===== config.mk =====
export PLATFORM = sky130hd
export DESIGN_NAME = xmi_mac_if
export DESIGN_NICKNAME = d
export VERILOG_FILES = /design/src/hdl/xmi_pkg.sv /design/src/hdl/xmi_sync.sv /design/src/hdl/xmi_clkdiv.sv /design/src/hdl/xmi_mac_if.sv
export VERILOG_INCLUDE_DIRS = /design/src /design/src/hdl
export SDC_FILE = /design/constraint.sdc
export NUM_CORES = 1
export LEC_CHECK = 0
export BUFFER_PORTS_ARGS = -buffer_cell sky130_fd_sc_hd__buf_2
export CAP_MARGIN = 25
export CORE_ASPECT_RATIO = 0.6
export CORE_MARGIN = 2
export CORE_UTILIZATION = 52
export DETAILED_ROUTE_END_ITERATION = 10
export GPL_TIMING_DRIVEN = 0
export PLACE_DENSITY = 0.75
export SKIP_LAST_GASP = 1
export SLEW_MARGIN = 20
export SYNTH_ARGS = -nofsm -noshare
export SYNTH_HDL_FRONTEND = slang
export SYNTH_HIERARCHICAL = 1
export SYNTH_SLANG_ARGS = --single-unit

===== constraint.sdc =====
create_clock -name ref_clk_i -period 2.15 [get_ports ref_clk_i]
set_clock_uncertainty 0.1 [all_clocks]
set_input_delay 0.1075 -clock ref_clk_i [delete_from_list [all_inputs] [get_ports ref_clk_i]]
set_output_delay 0.1075 -clock ref_clk_i [all_outputs]
set_load 0.02 [all_outputs]

===== src/hdl/xmi_defines.svh =====
// Constants for the MAC-side data interface of the PHY
`ifndef XMI_DEFINES_SVH
`define XMI_DEFINES_SVH
`define XMI_MODE_W      2
`define XMI_MODE_MII    2'h0
`define XMI_MODE_RMII   2'h1
`define XMI_MODE_RGMII  2'h2
`define XMI_MODE_SGMII  2'h3
`define XMI_REF_MHZ     200
`define XMI_RMII_MHZ    50
`define XMI_MII_MHZ     25
`define XMI_DIV_RMII    (`XMI_REF_MHZ / `XMI_RMII_MHZ)
`define XMI_DIV_MII     (`XMI_REF_MHZ / `XMI_MII_MHZ)
`define XMI_CNT_W       4
`define XMI_BAD_NIBBLE  4'h5
`define XMI_SYNC_W      2
`endif


===== src/hdl/xmi_pkg.sv =====
// Types shared by the MAC-side interface modules
package xmi_pkg;
   typedef enum logic [1:0] {
      XMI_MII,
      XMI_RMII,
      XMI_RGMII,
      XMI_SGMII
   } xmi_mode_t;
endpackage : xmi_pkg


===== src/hdl/xmi_sync.sv =====
// Two-flop synchroniser for signals from outside the clock domain
module xmi_sync #(
   parameter int W = 1
) (
   // Clock and reset
   input  wire logic         ref_clk_i,
   input  wire logic         srst_i,
   // Data
   input  wire logic [W-1:0] async_i,
   output logic      [W-1:0] sync_o
);
   logic [W-1:0] meta_q;
   always_ff @(posedge ref_clk_i) begin
      if (srst_i) begin
         meta_q <= '0;
         sync_o <= '0;
      end else begin
         meta_q <= async_i;
         sync_o <= meta_q;
      end
   end
endmodule : xmi_sync


===== src/hdl/xmi_clkdiv.sv =====
// Free-running clock divider with phase fixed by reset
`include "xmi_defines.svh"
module xmi_clkdiv #(
   parameter int DIV = 8
) (
   // Clock and reset
   input  wire logic ref_clk_i,
   input  wire logic srst_i,
   // Divided clock and its rising-edge and falling-edge strobes
   output logic      clk_o,
   output logic      rise_o,
   output logic      fall_o
);
   localparam logic [`XMI_CNT_W-1:0] LAST = `XMI_CNT_W'(DIV - 1);
   localparam logic [`XMI_CNT_W-1:0] HALF = `XMI_CNT_W'(DIV / 2 - 1);
   logic [`XMI_CNT_W-1:0] cnt_q;
   // Phase is tied to the reference only through reset release
   always_ff @(posedge ref_clk_i) begin
      if (srst_i) begin
         cnt_q <= '0;
         clk_o <= 1'b0;
      end else begin
         cnt_q <= (cnt_q == LAST) ? '0 : cnt_q + 1'b1;
         if (cnt_q == LAST) begin
            clk_o <= 1'b1;
         end else if (cnt_q == HALF) begin
            clk_o <= 1'b0;
         end
      end
   end
   assign rise_o = (cnt_q == LAST);
   assign fall_o = (cnt_q == HALF);
endmodule : xmi_clkdiv


===== src/hdl/xmi_mac_if.sv =====
// MAC-side data interface of the PHY: MII, RMII, RGMII and SGMII
`include "xmi_defines.svh"
module xmi_mac_if
   import xmi_pkg::*;
(
   // Clock and reset
   input  wire logic       ref_clk_i,
   input  wire logic       srst_i,
   // Mode straps, caught after reset
   input  wire logic [1:0] mode_strap_i,
   input  wire logic       rmii_master_i,
   // Receive stream from the line decoder
   input  wire logic [3:0] dec_data_i,
   input  wire logic       dec_valid_i,
   input  wire logic       dec_err_i,
   input  wire logic       dec_carrier_i,
   // Receive pins toward the MAC
   output logic      [3:0] rx_d_o,
   output logic      [3:0] rx_d_oe_o,
   output logic            rx_clk_o,
   output logic            rx_clk_oe_o,
   output logic            rx_er_o,
   output logic            rx_ctrl_o,
   output logic            rx_ser_o,
   // Transmit pins from the MAC, and the transmit clock the PHY drives toward it in MII
   input  wire logic       tx_clk_i,
   input  wire logic [3:0] tx_d_i,
   input  wire logic       tx_en_i,
   input  wire logic       tx_ser_i,
   output logic            tx_clk_o,
   output logic            tx_clk_oe_o,
   // Transmit stream toward the line encoder
   output logic      [3:0] enc_data_o,
   output logic            enc_valid_o,
   output logic            enc_err_o,
   output logic            mode_valid_o
);
   // ****************************************
   // Mode capture
   // ****************************************
   xmi_mode_t mode_q;
   logic      master_q;
   logic      armed_q;
   // Straps read one cycle after release, then frozen
   always_ff @(posedge ref_clk_i) begin
      if (srst_i) begin
         mode_q       <= XMI_MII;
         master_q     <= 1'b0;
         armed_q      <= 1'b1;
         mode_valid_o <= 1'b0;
      end else if (armed_q) begin
         mode_q       <= xmi_mode_t'(mode_strap_i);
         master_q     <= rmii_master_i;
         armed_q      <= 1'b0;
         mode_valid_o <= 1'b1;
      end
   end
   wire is_mii   = mode_valid_o && (mode_q == XMI_MII);
   wire is_rmii  = mode_valid_o && (mode_q == XMI_RMII);
   wire is_rgmii = mode_valid_o && (mode_q == XMI_RGMII);
   wire is_sgmii = mode_valid_o && (mode_q == XMI_SGMII);

   // ****************************************
   // Clocks
   // ****************************************
   logic c25;
   logic r25;
   logic f25;
   logic c50;
   logic r50;
   logic f50;
   xmi_clkdiv #(.DIV(`XMI_DIV_MII)) u_div25 (
      .ref_clk_i (ref_clk_i),
      .srst_i    (srst_i),
      .clk_o     (c25),
      .rise_o    (r25),
      .fall_o    (f25)
   );
   xmi_clkdiv #(.DIV(`XMI_DIV_RMII)) u_div50 (
      .ref_clk_i (ref_clk_i),
      .srst_i    (srst_i),
      .clk_o     (c50),
      .rise_o    (r50),
      .fall_o    (f50)
   );
   always_ff @(posedge ref_clk_i) begin
      if (srst_i) begin
         rx_clk_o    <= 1'b0;
         rx_clk_oe_o <= 1'b0;
         tx_clk_o    <= 1'b0;
         tx_clk_oe_o <= 1'b0;
      end else begin
         rx_clk_o    <= (is_mii || is_rgmii) ? c25 : 1'b0;
         rx_clk_oe_o <= is_mii || is_rgmii;
         tx_clk_o    <= is_mii ? c25 : 1'b0;
         tx_clk_oe_o <= is_mii;
      end
   end

   // ****************************************
   // Receive path
   // ****************************************
   // Bad frames are spoiled in the data so a MAC ignoring the error pin drops them
   wire [3:0] rx_nib = dec_err_i ? `XMI_BAD_NIBBLE : dec_data_i;
   logic      dibit_hi_q;
   logic      err_q;
   always_ff @(posedge ref_clk_i) begin
      if (srst_i) begin
         rx_d_o     <= '0;
         rx_d_oe_o  <= '0;
         rx_er_o    <= 1'b0;
         rx_ctrl_o  <= 1'b0;
         rx_ser_o   <= 1'b0;
         dibit_hi_q <= 1'b0;
         err_q      <= 1'b0;
      end else begin
         rx_ser_o <= is_sgmii && dec_valid_i && rx_nib[0];
         if (is_mii || is_rgmii) begin
            rx_d_oe_o <= 4'hf;
            if (r25) begin
               rx_d_o  <= dec_valid_i ? rx_nib : '0;
               err_q   <= dec_valid_i && dec_err_i;
               rx_er_o <= is_mii && dec_valid_i && dec_err_i;
            end
            // Control pin: RGMII gives valid in high half, error in low half; MII gives valid only
            if (is_rgmii && r25) begin
               rx_ctrl_o <= dec_valid_i;
            end else if (is_rgmii && f25) begin
               rx_ctrl_o <= err_q;
            end else if (is_mii && r25) begin
               rx_ctrl_o <= dec_valid_i;
            end
         end else if (is_rmii) begin
            rx_d_oe_o <= {master_q, 3'h3};
            rx_d_o[3] <= master_q ? c50 : 1'b0;
            rx_d_o[2] <= 1'b0;
            if (r50) begin
               rx_d_o[1:0] <= !dec_valid_i ? 2'h0 :
                              dibit_hi_q ? rx_nib[3:2] : rx_nib[1:0];
               dibit_hi_q  <= dec_valid_i && !dibit_hi_q;
               rx_er_o     <= dec_valid_i && dec_err_i;
            end
            rx_ctrl_o <= dec_carrier_i || dec_valid_i;
         end else begin
            rx_d_oe_o <= '0;
            rx_d_o    <= '0;
            rx_er_o   <= 1'b0;
            rx_ctrl_o <= 1'b0;
         end
      end
   end

   // ****************************************
   // Transmit path
   // ****************************************
   logic [6:0] tx_s;
   xmi_sync #(.W(7)) u_sync (
      .ref_clk_i (ref_clk_i),
      .srst_i    (srst_i),
      .async_i   ({tx_clk_i, tx_d_i, tx_en_i, tx_ser_i}),
      .sync_o    (tx_s)
   );
   logic txc_q;
   always_ff @(posedge ref_clk_i) begin
      if (srst_i) begin
         txc_q <= 1'b0;
      end else begin
         txc_q <= tx_s[6];
      end
   end
   wire txc_rise = tx_s[6] && !txc_q;
   wire txc_fall = !tx_s[6] && txc_q;
   logic tx_lo_q;
   logic tx_half_q;
   always_ff @(posedge ref_clk_i) begin
      if (srst_i) begin
         enc_data_o  <= '0;
         enc_valid_o <= 1'b0;
         enc_err_o   <= 1'b0;
         tx_lo_q     <= 1'b0;
         tx_half_q   <= 1'b0;
      end else if (is_mii && r25) begin
         enc_data_o  <= tx_s[5:2];
         enc_valid_o <= tx_s[1];
         enc_err_o   <= 1'b0;
      end else if (is_rgmii && txc_rise) begin
         enc_data_o  <= tx_s[5:2];
         enc_valid_o <= tx_s[1];
         enc_err_o   <= 1'b0;
      end else if (is_rgmii && txc_fall) begin
         enc_err_o   <= tx_s[1] ^ enc_valid_o;
      end else if (is_rmii && r50) begin
         // Two dibits make one nibble, low pair first
         if (tx_s[1] && !tx_half_q) begin
            tx_lo_q     <= tx_s[2];
            enc_data_o  <= {2'h0, tx_s[3:2]};
            tx_half_q   <= 1'b1;
            enc_valid_o <= 1'b0;
         end else if (tx_s[1]) begin
            enc_data_o  <= {tx_s[3:2], enc_data_o[1:0]};
            enc_valid_o <= 1'b1;
            tx_half_q   <= 1'b0;
         end else begin
            enc_valid_o <= 1'b0;
            tx_half_q   <= 1'b0;
         end
      end else if (is_sgmii) begin
         enc_valid_o <= 1'b0;
         enc_data_o  <= {3'h0, tx_s[0]};
      end else if (!is_rmii) begin
         enc_valid_o <= enc_valid_o && !is_rgmii ? enc_valid_o : enc_valid_o;
      end
   end

   // ****************************************
   // Checks
   // ****************************************
   chk_mode_frozen: assert property (@(posedge ref_clk_i) disable iff (srst_i)
      mode_valid_o |=> $stable(mode_q)) else $error("mode changed after capture");
   chk_rxclk_idle: assert property (@(posedge ref_clk_i) disable iff (srst_i)
      (is_rmii || is_sgmii) |=> !rx_clk_oe_o) else $error("rx clock driven in wrong mode");
   chk_txclk_mii: assert property (@(posedge ref_clk_i) disable iff (srst_i)
      is_mii |=> tx_clk_oe_o) else $error("tx clock not driven in mii");
   chk_rmii_upper: assert property (@(posedge ref_clk_i) disable iff (srst_i)
      is_rmii |=> !rx_d_o[2]) else $error("rmii upper line not idle");
   chk_rmii_refclk: assert property (@(posedge ref_clk_i) disable iff (srst_i)
      (is_rmii && master_q) |=> rx_d_oe_o[3] && (rx_d_o[3] == $past(c50)))
      else $error("rmii reference clock missing");
   chk_rx_corrupt: assert property (@(posedge ref_clk_i) disable iff (srst_i)
      (is_mii && r25 && dec_valid_i && dec_err_i) |=> rx_d_o == `XMI_BAD_NIBBLE && rx_er_o)
      else $error("error nibble not corrupted");
   chk_rgmii_ctrl: assert property (@(posedge ref_clk_i) disable iff (srst_i)
      (is_rgmii && r25) |=> rx_ctrl_o == $past(dec_valid_i)) else $error("rgmii ctrl wrong");
   chk_sgmii_quiet: assert property (@(posedge ref_clk_i) disable iff (srst_i)
      is_sgmii |=> !rx_ctrl_o && !enc_valid_o) else $error("pins active in sgmii");
   chk_rmii_crsdv: assert property (@(posedge ref_clk_i) disable iff (srst_i)
      (is_rmii && dec_carrier_i) |=> rx_ctrl_o) else $error("crs_dv missing");
endmodule : xmi_mac_if


==> metrics.csv, run 1 <==
metric;value;unit
status;finished clean;
gpl congestion;0.7740;
Leak;1.102;nW
first-pass detailed-route iteration total;7;
clock-pin slew on the worst setup and hold paths;80;ps
final WL;4468;um
Pwr Total;1.864;mW
EDFF count, synth;0;
IO buf count;40;
reg2reg setup slack;120;ps
vias in the first global route;1441;
final hold vios;0;
Nets;298;
CTS tree;done;
worst-skew pair later-pin latency;300;ps
CORE AREA;0.003765;mm2
ys flop type;dfxtp_1;
largest net degree at the start of global routing;25;
most frequent cells in the layout;dfxtp_1 (52), buf_2 (41), nor2_1 (22), a21oi_1 (14), nand2_1 (11);
first-pass GRT wire length;6948;um
Yosys top cell by area;dfxtp_1;
post-place setup slack;-8.535;ps
Max-slew headroom;65.09;%
Rows;17;
Ys Warns;6;
initial antenna violation count;0;
synthesized area;0.002105;mm2
max-cap viol count;0;
most area-consuming cells after synthesis;dfxtp_1 (49%), nor2b_2 (4.2%), nor2_1 (3.9%);
TritonCTS Sinks;52;
total I/O pin count;41;
post-synth top area share;49.46;%
Hold Slack;26.72;ps
worst hold path class;in -> reg;
WL per Instance;13.79;um
final worst-path cycle share;94.50;%
Diodes inserted;0;
Inserted Clock Buffers;5;
startpoint types;flip-flop;
Synth Register Bits;52;
grt ovf;0;
Seq/Total Area, Yosys;49.46;%
Worst Path Arrival;2100;ps
# DRC;0;
CP required;2220;ps
type of the worst setup path;reg -> reg;
die span in x;86.13;um
DR vias/cell;5.275;
area delta synth->final;23.84;%
commonest non-fill, non-tap cell in the layout;dfxtp_1;
fmax;492.2;MHz
Synth Net Count;238;
height of the die;53.28;um
Synth Instances;216;
Final Slew Violations;0;
Slew @ Worst Pin;523.7;ps
Final setup violation count;0;
Initial Utilization;55.90;%
HPWL Detailed;3061;um
TNS Setup;0;ps
maximum fanout along the worst path;5;
ys async rst share;0;%
clk buf depth;2;
synth unique cells;51;
total global-route track usage;20.45;%
DR vias;1709;
slack of the critical path;118.3;ps
maximum vdd drop;0.3580;mV
synthesized area per cell;9.743;um2
die area;0.004589;mm2
Final ANT Viol Nets;0;
initial drt markers;154;
Power Density;715.1;mW/mm2
H-tree depth;2;
Final min period;2032;ps
crit end category;flip-flop;
clock root buffer;clkbuf_8;
share of layout cells above drive strength 1;29.24;%
synthesized netlist by cell type, types with 2 or more instances:
library cell and number:
inv_1 9, and2b_1 3, buf_6 2, o2bb2ai_1 2, buf_4 3, or2b_1 2
nand2_1 11, nand3_1 5, clkbuf_1 3, nor2_1 22, and2_1 3, a211oi_1 2
ha_1 3, nor2b_2 10, and3b_1 2, xnor2_1 2, o21ai_0 8, mux2i_1 4
o31ai_1 2, nor3_1 5, nand2b_1 7, o211ai_1 3, nor3b_2 2, nor3_2 2
nor2b_1 7, dfxtp_1 52, a22oi_1 3, a21oi_1 14
power breakdown:
group | internal (mW) | leakage, nW | switching [mW]
clock | 0.345 | 0.0552 | 0.293
sequential | 1.00 | 0.426 | 0.0273
combinational | 0.0937 | 0.621 | 0.104
kinds of logic (layout without fill, tap and decap cells):
| group | Yosys count | count (layout) | synth area share (%) |
|---|---|---|---|
| AND/OR/NAND/NOR | 93 | 93 | 27.59 |
| flip-flops | 52 | 52 | 49.46 |
| AO/OA/AOI/OAI | 43 | 43 | 13.38 |
| buffers and inverters | 18 | 79 | 4.518 |
| multiplexers | 5 | 5 | 2.438 |
| adder cells (fa/ha/maj) | 3 | 3 | 1.784 |
| XOR/XNOR | 2 | 2 | 0.8325 |
registers in the layout (all words and copies together), names as in the netlist, 2 cells and up:
signal         flops
enc_data_o         4
u_div50/cnt_q      4
mode_q             2
u_sync/meta_q      7
u_div25/cnt_q      4
rx_d_o             4
u_sync/sync_o      7
rx_d_oe_o          3
routing by layer:
layer,track usage [%],part of all wire [%],wire [um]
met1,28.89,50,2238
met2,29.84,43,1905
met3,5.304,6.7,300
met4,7.937,0.51,23
met5,0,0,0
critical path, cell delays in order (launching register included):
cell and delay, ps:
dfxtp_1 380, ha_1 240, and3b_4 270, nor2b_1 270, o31ai_2 130, nand2b_1 230
a31oi_1 200, a221oi_2 80
repair_timing:
item	4_1_cts	5_1_grt
pin swaps	0	0
cloned	0	0
setup endpoints to repair	2	4
gates resized for setup	1	3
hold buffers	10	0
endpoints found under the hold margin	10	0
buffers inserted	0	3
cell type report:
cell class                 instances  area (um2)
fill                             297        1159
sequential                        52        1041
multi-input combinational        146       979.7
timing repair buffer              53       322.8
clock buffer                       6       72.57
buffer                             9       62.56
tap                               47       58.81
clock inverter                     2       35.03
inverter                           9       33.78
stage by stage:
stage          instance area, um2  cells  util, %
2_1_floorplan                2105    216        -
3_3_place_gp                 2364    303    62.78
3_5_place_dp                 2364    303    62.78
4_1_cts                      2577    321    68.46
5_1_grt                      2606    324    69.23
6_report                     2606    324    69.23
path summary, 6_finish.rpt:
path / from / to / cells past startpoint
worst min-delay path: dec_valid_i / err_q$_SDFFE_PP0P_ / 3
worst min register to register: u_sync/meta_q[6]$_SDFF_PP0_ / u_sync/sync_o[6]$_SDFF_PP0_ / 1
worst max register to register: u_div25/cnt_q[0]$_SDFF_PP0_ / enc_data_o[0]$_SDFFE_PP0P_ / 7
worst max-delay path: u_div25/cnt_q[0]$_SDFF_PP0_ / enc_data_o[0]$_SDFFE_PP0P_ / 7
No activity file was read; power rests on OpenSTA's default activity.
==> inputs of run 2 (changes only) <==
Settings changed: PLACE_DENSITY 0.75 to 0.76, SKIP_CTS_REPAIR_TIMING set to 1.
==> run 2 against run 1 <==
  * Non-clock buffer count down 1
  * Sequential power about the same
  * Critical path depth is the same
  * Routed wire length is 2.5% lower
  * Sequential share of layout area up 0.21 points
  * Worst setup slack improved by 21 ps
  * Largest cell class unchanged
  * Critical endpoint is now rx_er_o$_SDFFE_PP0P_
  * Total power down 4.6%
  * Final area is 0.53% lower
  * Sequential cell count is the same
  * Maximum frequency grew 1.1%
  * Worst hold slack got worse by 5.7 ps
  * Via count is 2.5% lower
==> metrics.csv, run 2 (synthesis results as in run 1) <==
metric;value;unit;change
status;finished clean;;unchanged
WL per Instance;13.49;um;was 13.79 um
total I/O pin count;41;;unchanged
clock root buffer;clkbuf_8;;unchanged
Initial Utilization;55.90;%;unchanged
RSZ-0062 raised after global routing;false;;
area delta synth->final;23.19;%;was 23.84%
first-pass detailed-route iteration total;4;;was 7
# DRC;0;;unchanged
Worst Path Buf+Inv;1;;was 0
Final setup violation count;0;;unchanged
DR vias/cell;5.161;;was 5.275
first-pass GRT wire length;6706;um;was 6948 um
Placed Area;0.002364;mm2;unchanged
Final Slew Violations;0;;unchanged
post-route cell area;0.002592;mm2;was 0.002606 mm2
met1 Use GR;30.52;%;was 28.89%
height of the die;53.28;um;unchanged
initial antenna violation count;0;;unchanged
global routing's busiest layer;met1;;was met2
slack of the critical path;139.7;ps;was 118.3 ps
Max-slew headroom;63.94;%;was 65.09%
type of the worst setup path;reg -> reg;;unchanged
HPWL Detailed;3001;um;was 3061 um
TritonCTS Sinks;52;;unchanged
CTS tree;done;;unchanged
initial drt markers;116;;was 154
clk buf depth;2;;unchanged
die span in x;86.13;um;unchanged
Worst Path Arrival;2090;ps;was 2100 ps
most frequent cells in the layout;dfxtp_1 (52), buf_2 (41), nor2_1 (22), a21oi_1 (14);;was dfxtp_1 (52), buf_2 (41), nor2_1 (22), a21oi_1 (14), nand2_1 (11)
CORE AREA;0.003765;mm2;unchanged
vias in the first global route;1369;;was 1441
startpoint types;flip-flop;;unchanged
fill cell count;297;;unchanged
Slew @ Worst Pin;540.9;ps;was 523.7 ps
GR met3 Demand/Resource;5.928;%;was 5.304%
final hold vios;0;;unchanged
final WL;4357;um;was 4468 um
CP peak stage delay;480;ps;was 380 ps
clock-pin slew on the worst setup and hold paths;90;ps;was 80 ps
crit path cell chain;ha_1 -> and3b_4 -> clkbuf_2 -> o2bb2ai_1 -> nor3_1 -> a21oi_1 -> nor2_1;;was ha_1 -> and3b_4 -> nor2b_1 -> o31ai_2 -> nand2b_1 -> a31oi_1 -> a221oi_2
worst hold path class;in -> reg;;unchanged
Final min period;2010;ps;was 2032 ps
Hold Slack;21.03;ps;was 26.72 ps
gpl congestion;0.7907;;was 0.7740
worst-skew pair later-pin latency;310;ps;was 300 ps
crit end category;flip-flop;;unchanged
total global-route track usage;19.64;%;was 20.45%
final worst-path cycle share;93.50;%;was 94.50%
Final ANT Viol Nets;0;;unchanged
met2 usage in global routing;25.32;%;was 29.84%
grt ovf;0;;unchanged
largest net degree at the start of global routing;25;;unchanged
H-tree depth;2;;unchanged
DR vias;1667;;was 1709
max-cap viol count;0;;unchanged
multi-input logic area;988.4;um2;was 979.7 um2
highest-delay cell along the critical path;o2bb2ai_1;;was dfxtp_1
maximum vdd drop;0.4696;mV;was 0.3580 mV
commonest non-fill, non-tap cell in the layout;dfxtp_1;;unchanged
Diodes inserted;0;;unchanged
share of layout cells above drive strength 1;30.07;%;was 29.24%
fmax;497.4;MHz;was 492.2 MHz
FF+latch area;0.001041;mm2;unchanged
delay-heaviest family, CP;compound AO/OA/AOI/OAI gates;;was simple AND/OR/NAND/NOR gates
Largest regs;u_sync/meta_q x7, u_sync/sync_o x7;;unchanged
CP required;2230;ps;was 2220 ps
die area;0.004589;mm2;unchanged
Inserted Clock Buffers;5;;unchanged
Leak;1.082;nW;was 1.102 nW
IO buf count;40;;unchanged
Nets;297;;was 298
Rows;17;;unchanged
Power Density;686.0;mW/mm2;was 715.1 mW/mm2
maximum fanout along the worst path;10;;was 5
post-place setup slack;-5.695;ps;was -8.535 ps
==> run 2: cell type report <==
type / instances / share of cell area, %
plain buffers: 9 / 2.413
clock buffers: 5 / 2.654
clock inverters: 3 / 0.9170
inverters: 9 / 1.303
multi-input cells: 146 / 38.13
flip-flops and latches: 52 / 40.15
well taps: 47 / 2.268
repair buffers: 52 / 12.16
==> run 2: final timing paths <==
| kind | cells past startpoint | slack (ps) | startpoint | endpoint |
|---|---|---|---|---|
| min | 3 | 20 | dec_valid_i | err_q$_SDFFE_PP0P_ |
| min reg2reg | 1 | 340 | u_sync/meta_q[4]$_SDFF_PP0_ | u_sync/sync_o[4]$_SDFF_PP0_ |
| max | 7 | 140 | u_div25/cnt_q[0]$_SDFF_PP0_ | rx_er_o$_SDFFE_PP0P_ |
| max reg2reg | 7 | 140 | u_div25/cnt_q[0]$_SDFF_PP0_ | rx_er_o$_SDFFE_PP0P_ |
==> run 2: power breakdown <==
part / leakage, nW / switching (mW) / internal (mW)
sequential: 0.426 / 0.0266 / 1.00
combinational: 0.616 / 0.102 / 0.0924
clock: 0.0404 / 0.326 / 0.231
total: 1.08 / 0.455 / 1.32
==> run 2: stage by stage <==
stage	TNS [ps]	util (%)	instances	total power, mW
2_1_floorplan	0	-	216	1.158
3_3_place_gp	0	62.78	303	1.218
3_5_place_dp	-5.695	62.78	303	1.221
4_1_cts	-57.93	65.24	311	1.773
5_1_grt	0	68.86	323	1.864
6_report	0	68.86	323	1.778
==> run 2: per-layer routing <==
metal	share of wire (%)	vias up
li1	-	853
met1	51	744
met2	40	63
met3	7.6	7
met4	1.3	0
met5	0	-
==> run 2: worst min-delay path: cells and delay by family <==
| kind | cells | cell delay [ps] |
|---|---|---|
| simple gates | 1 | 80 |
| compound gates | 1 | 50 |
| buf+inv | 1 | 140 |
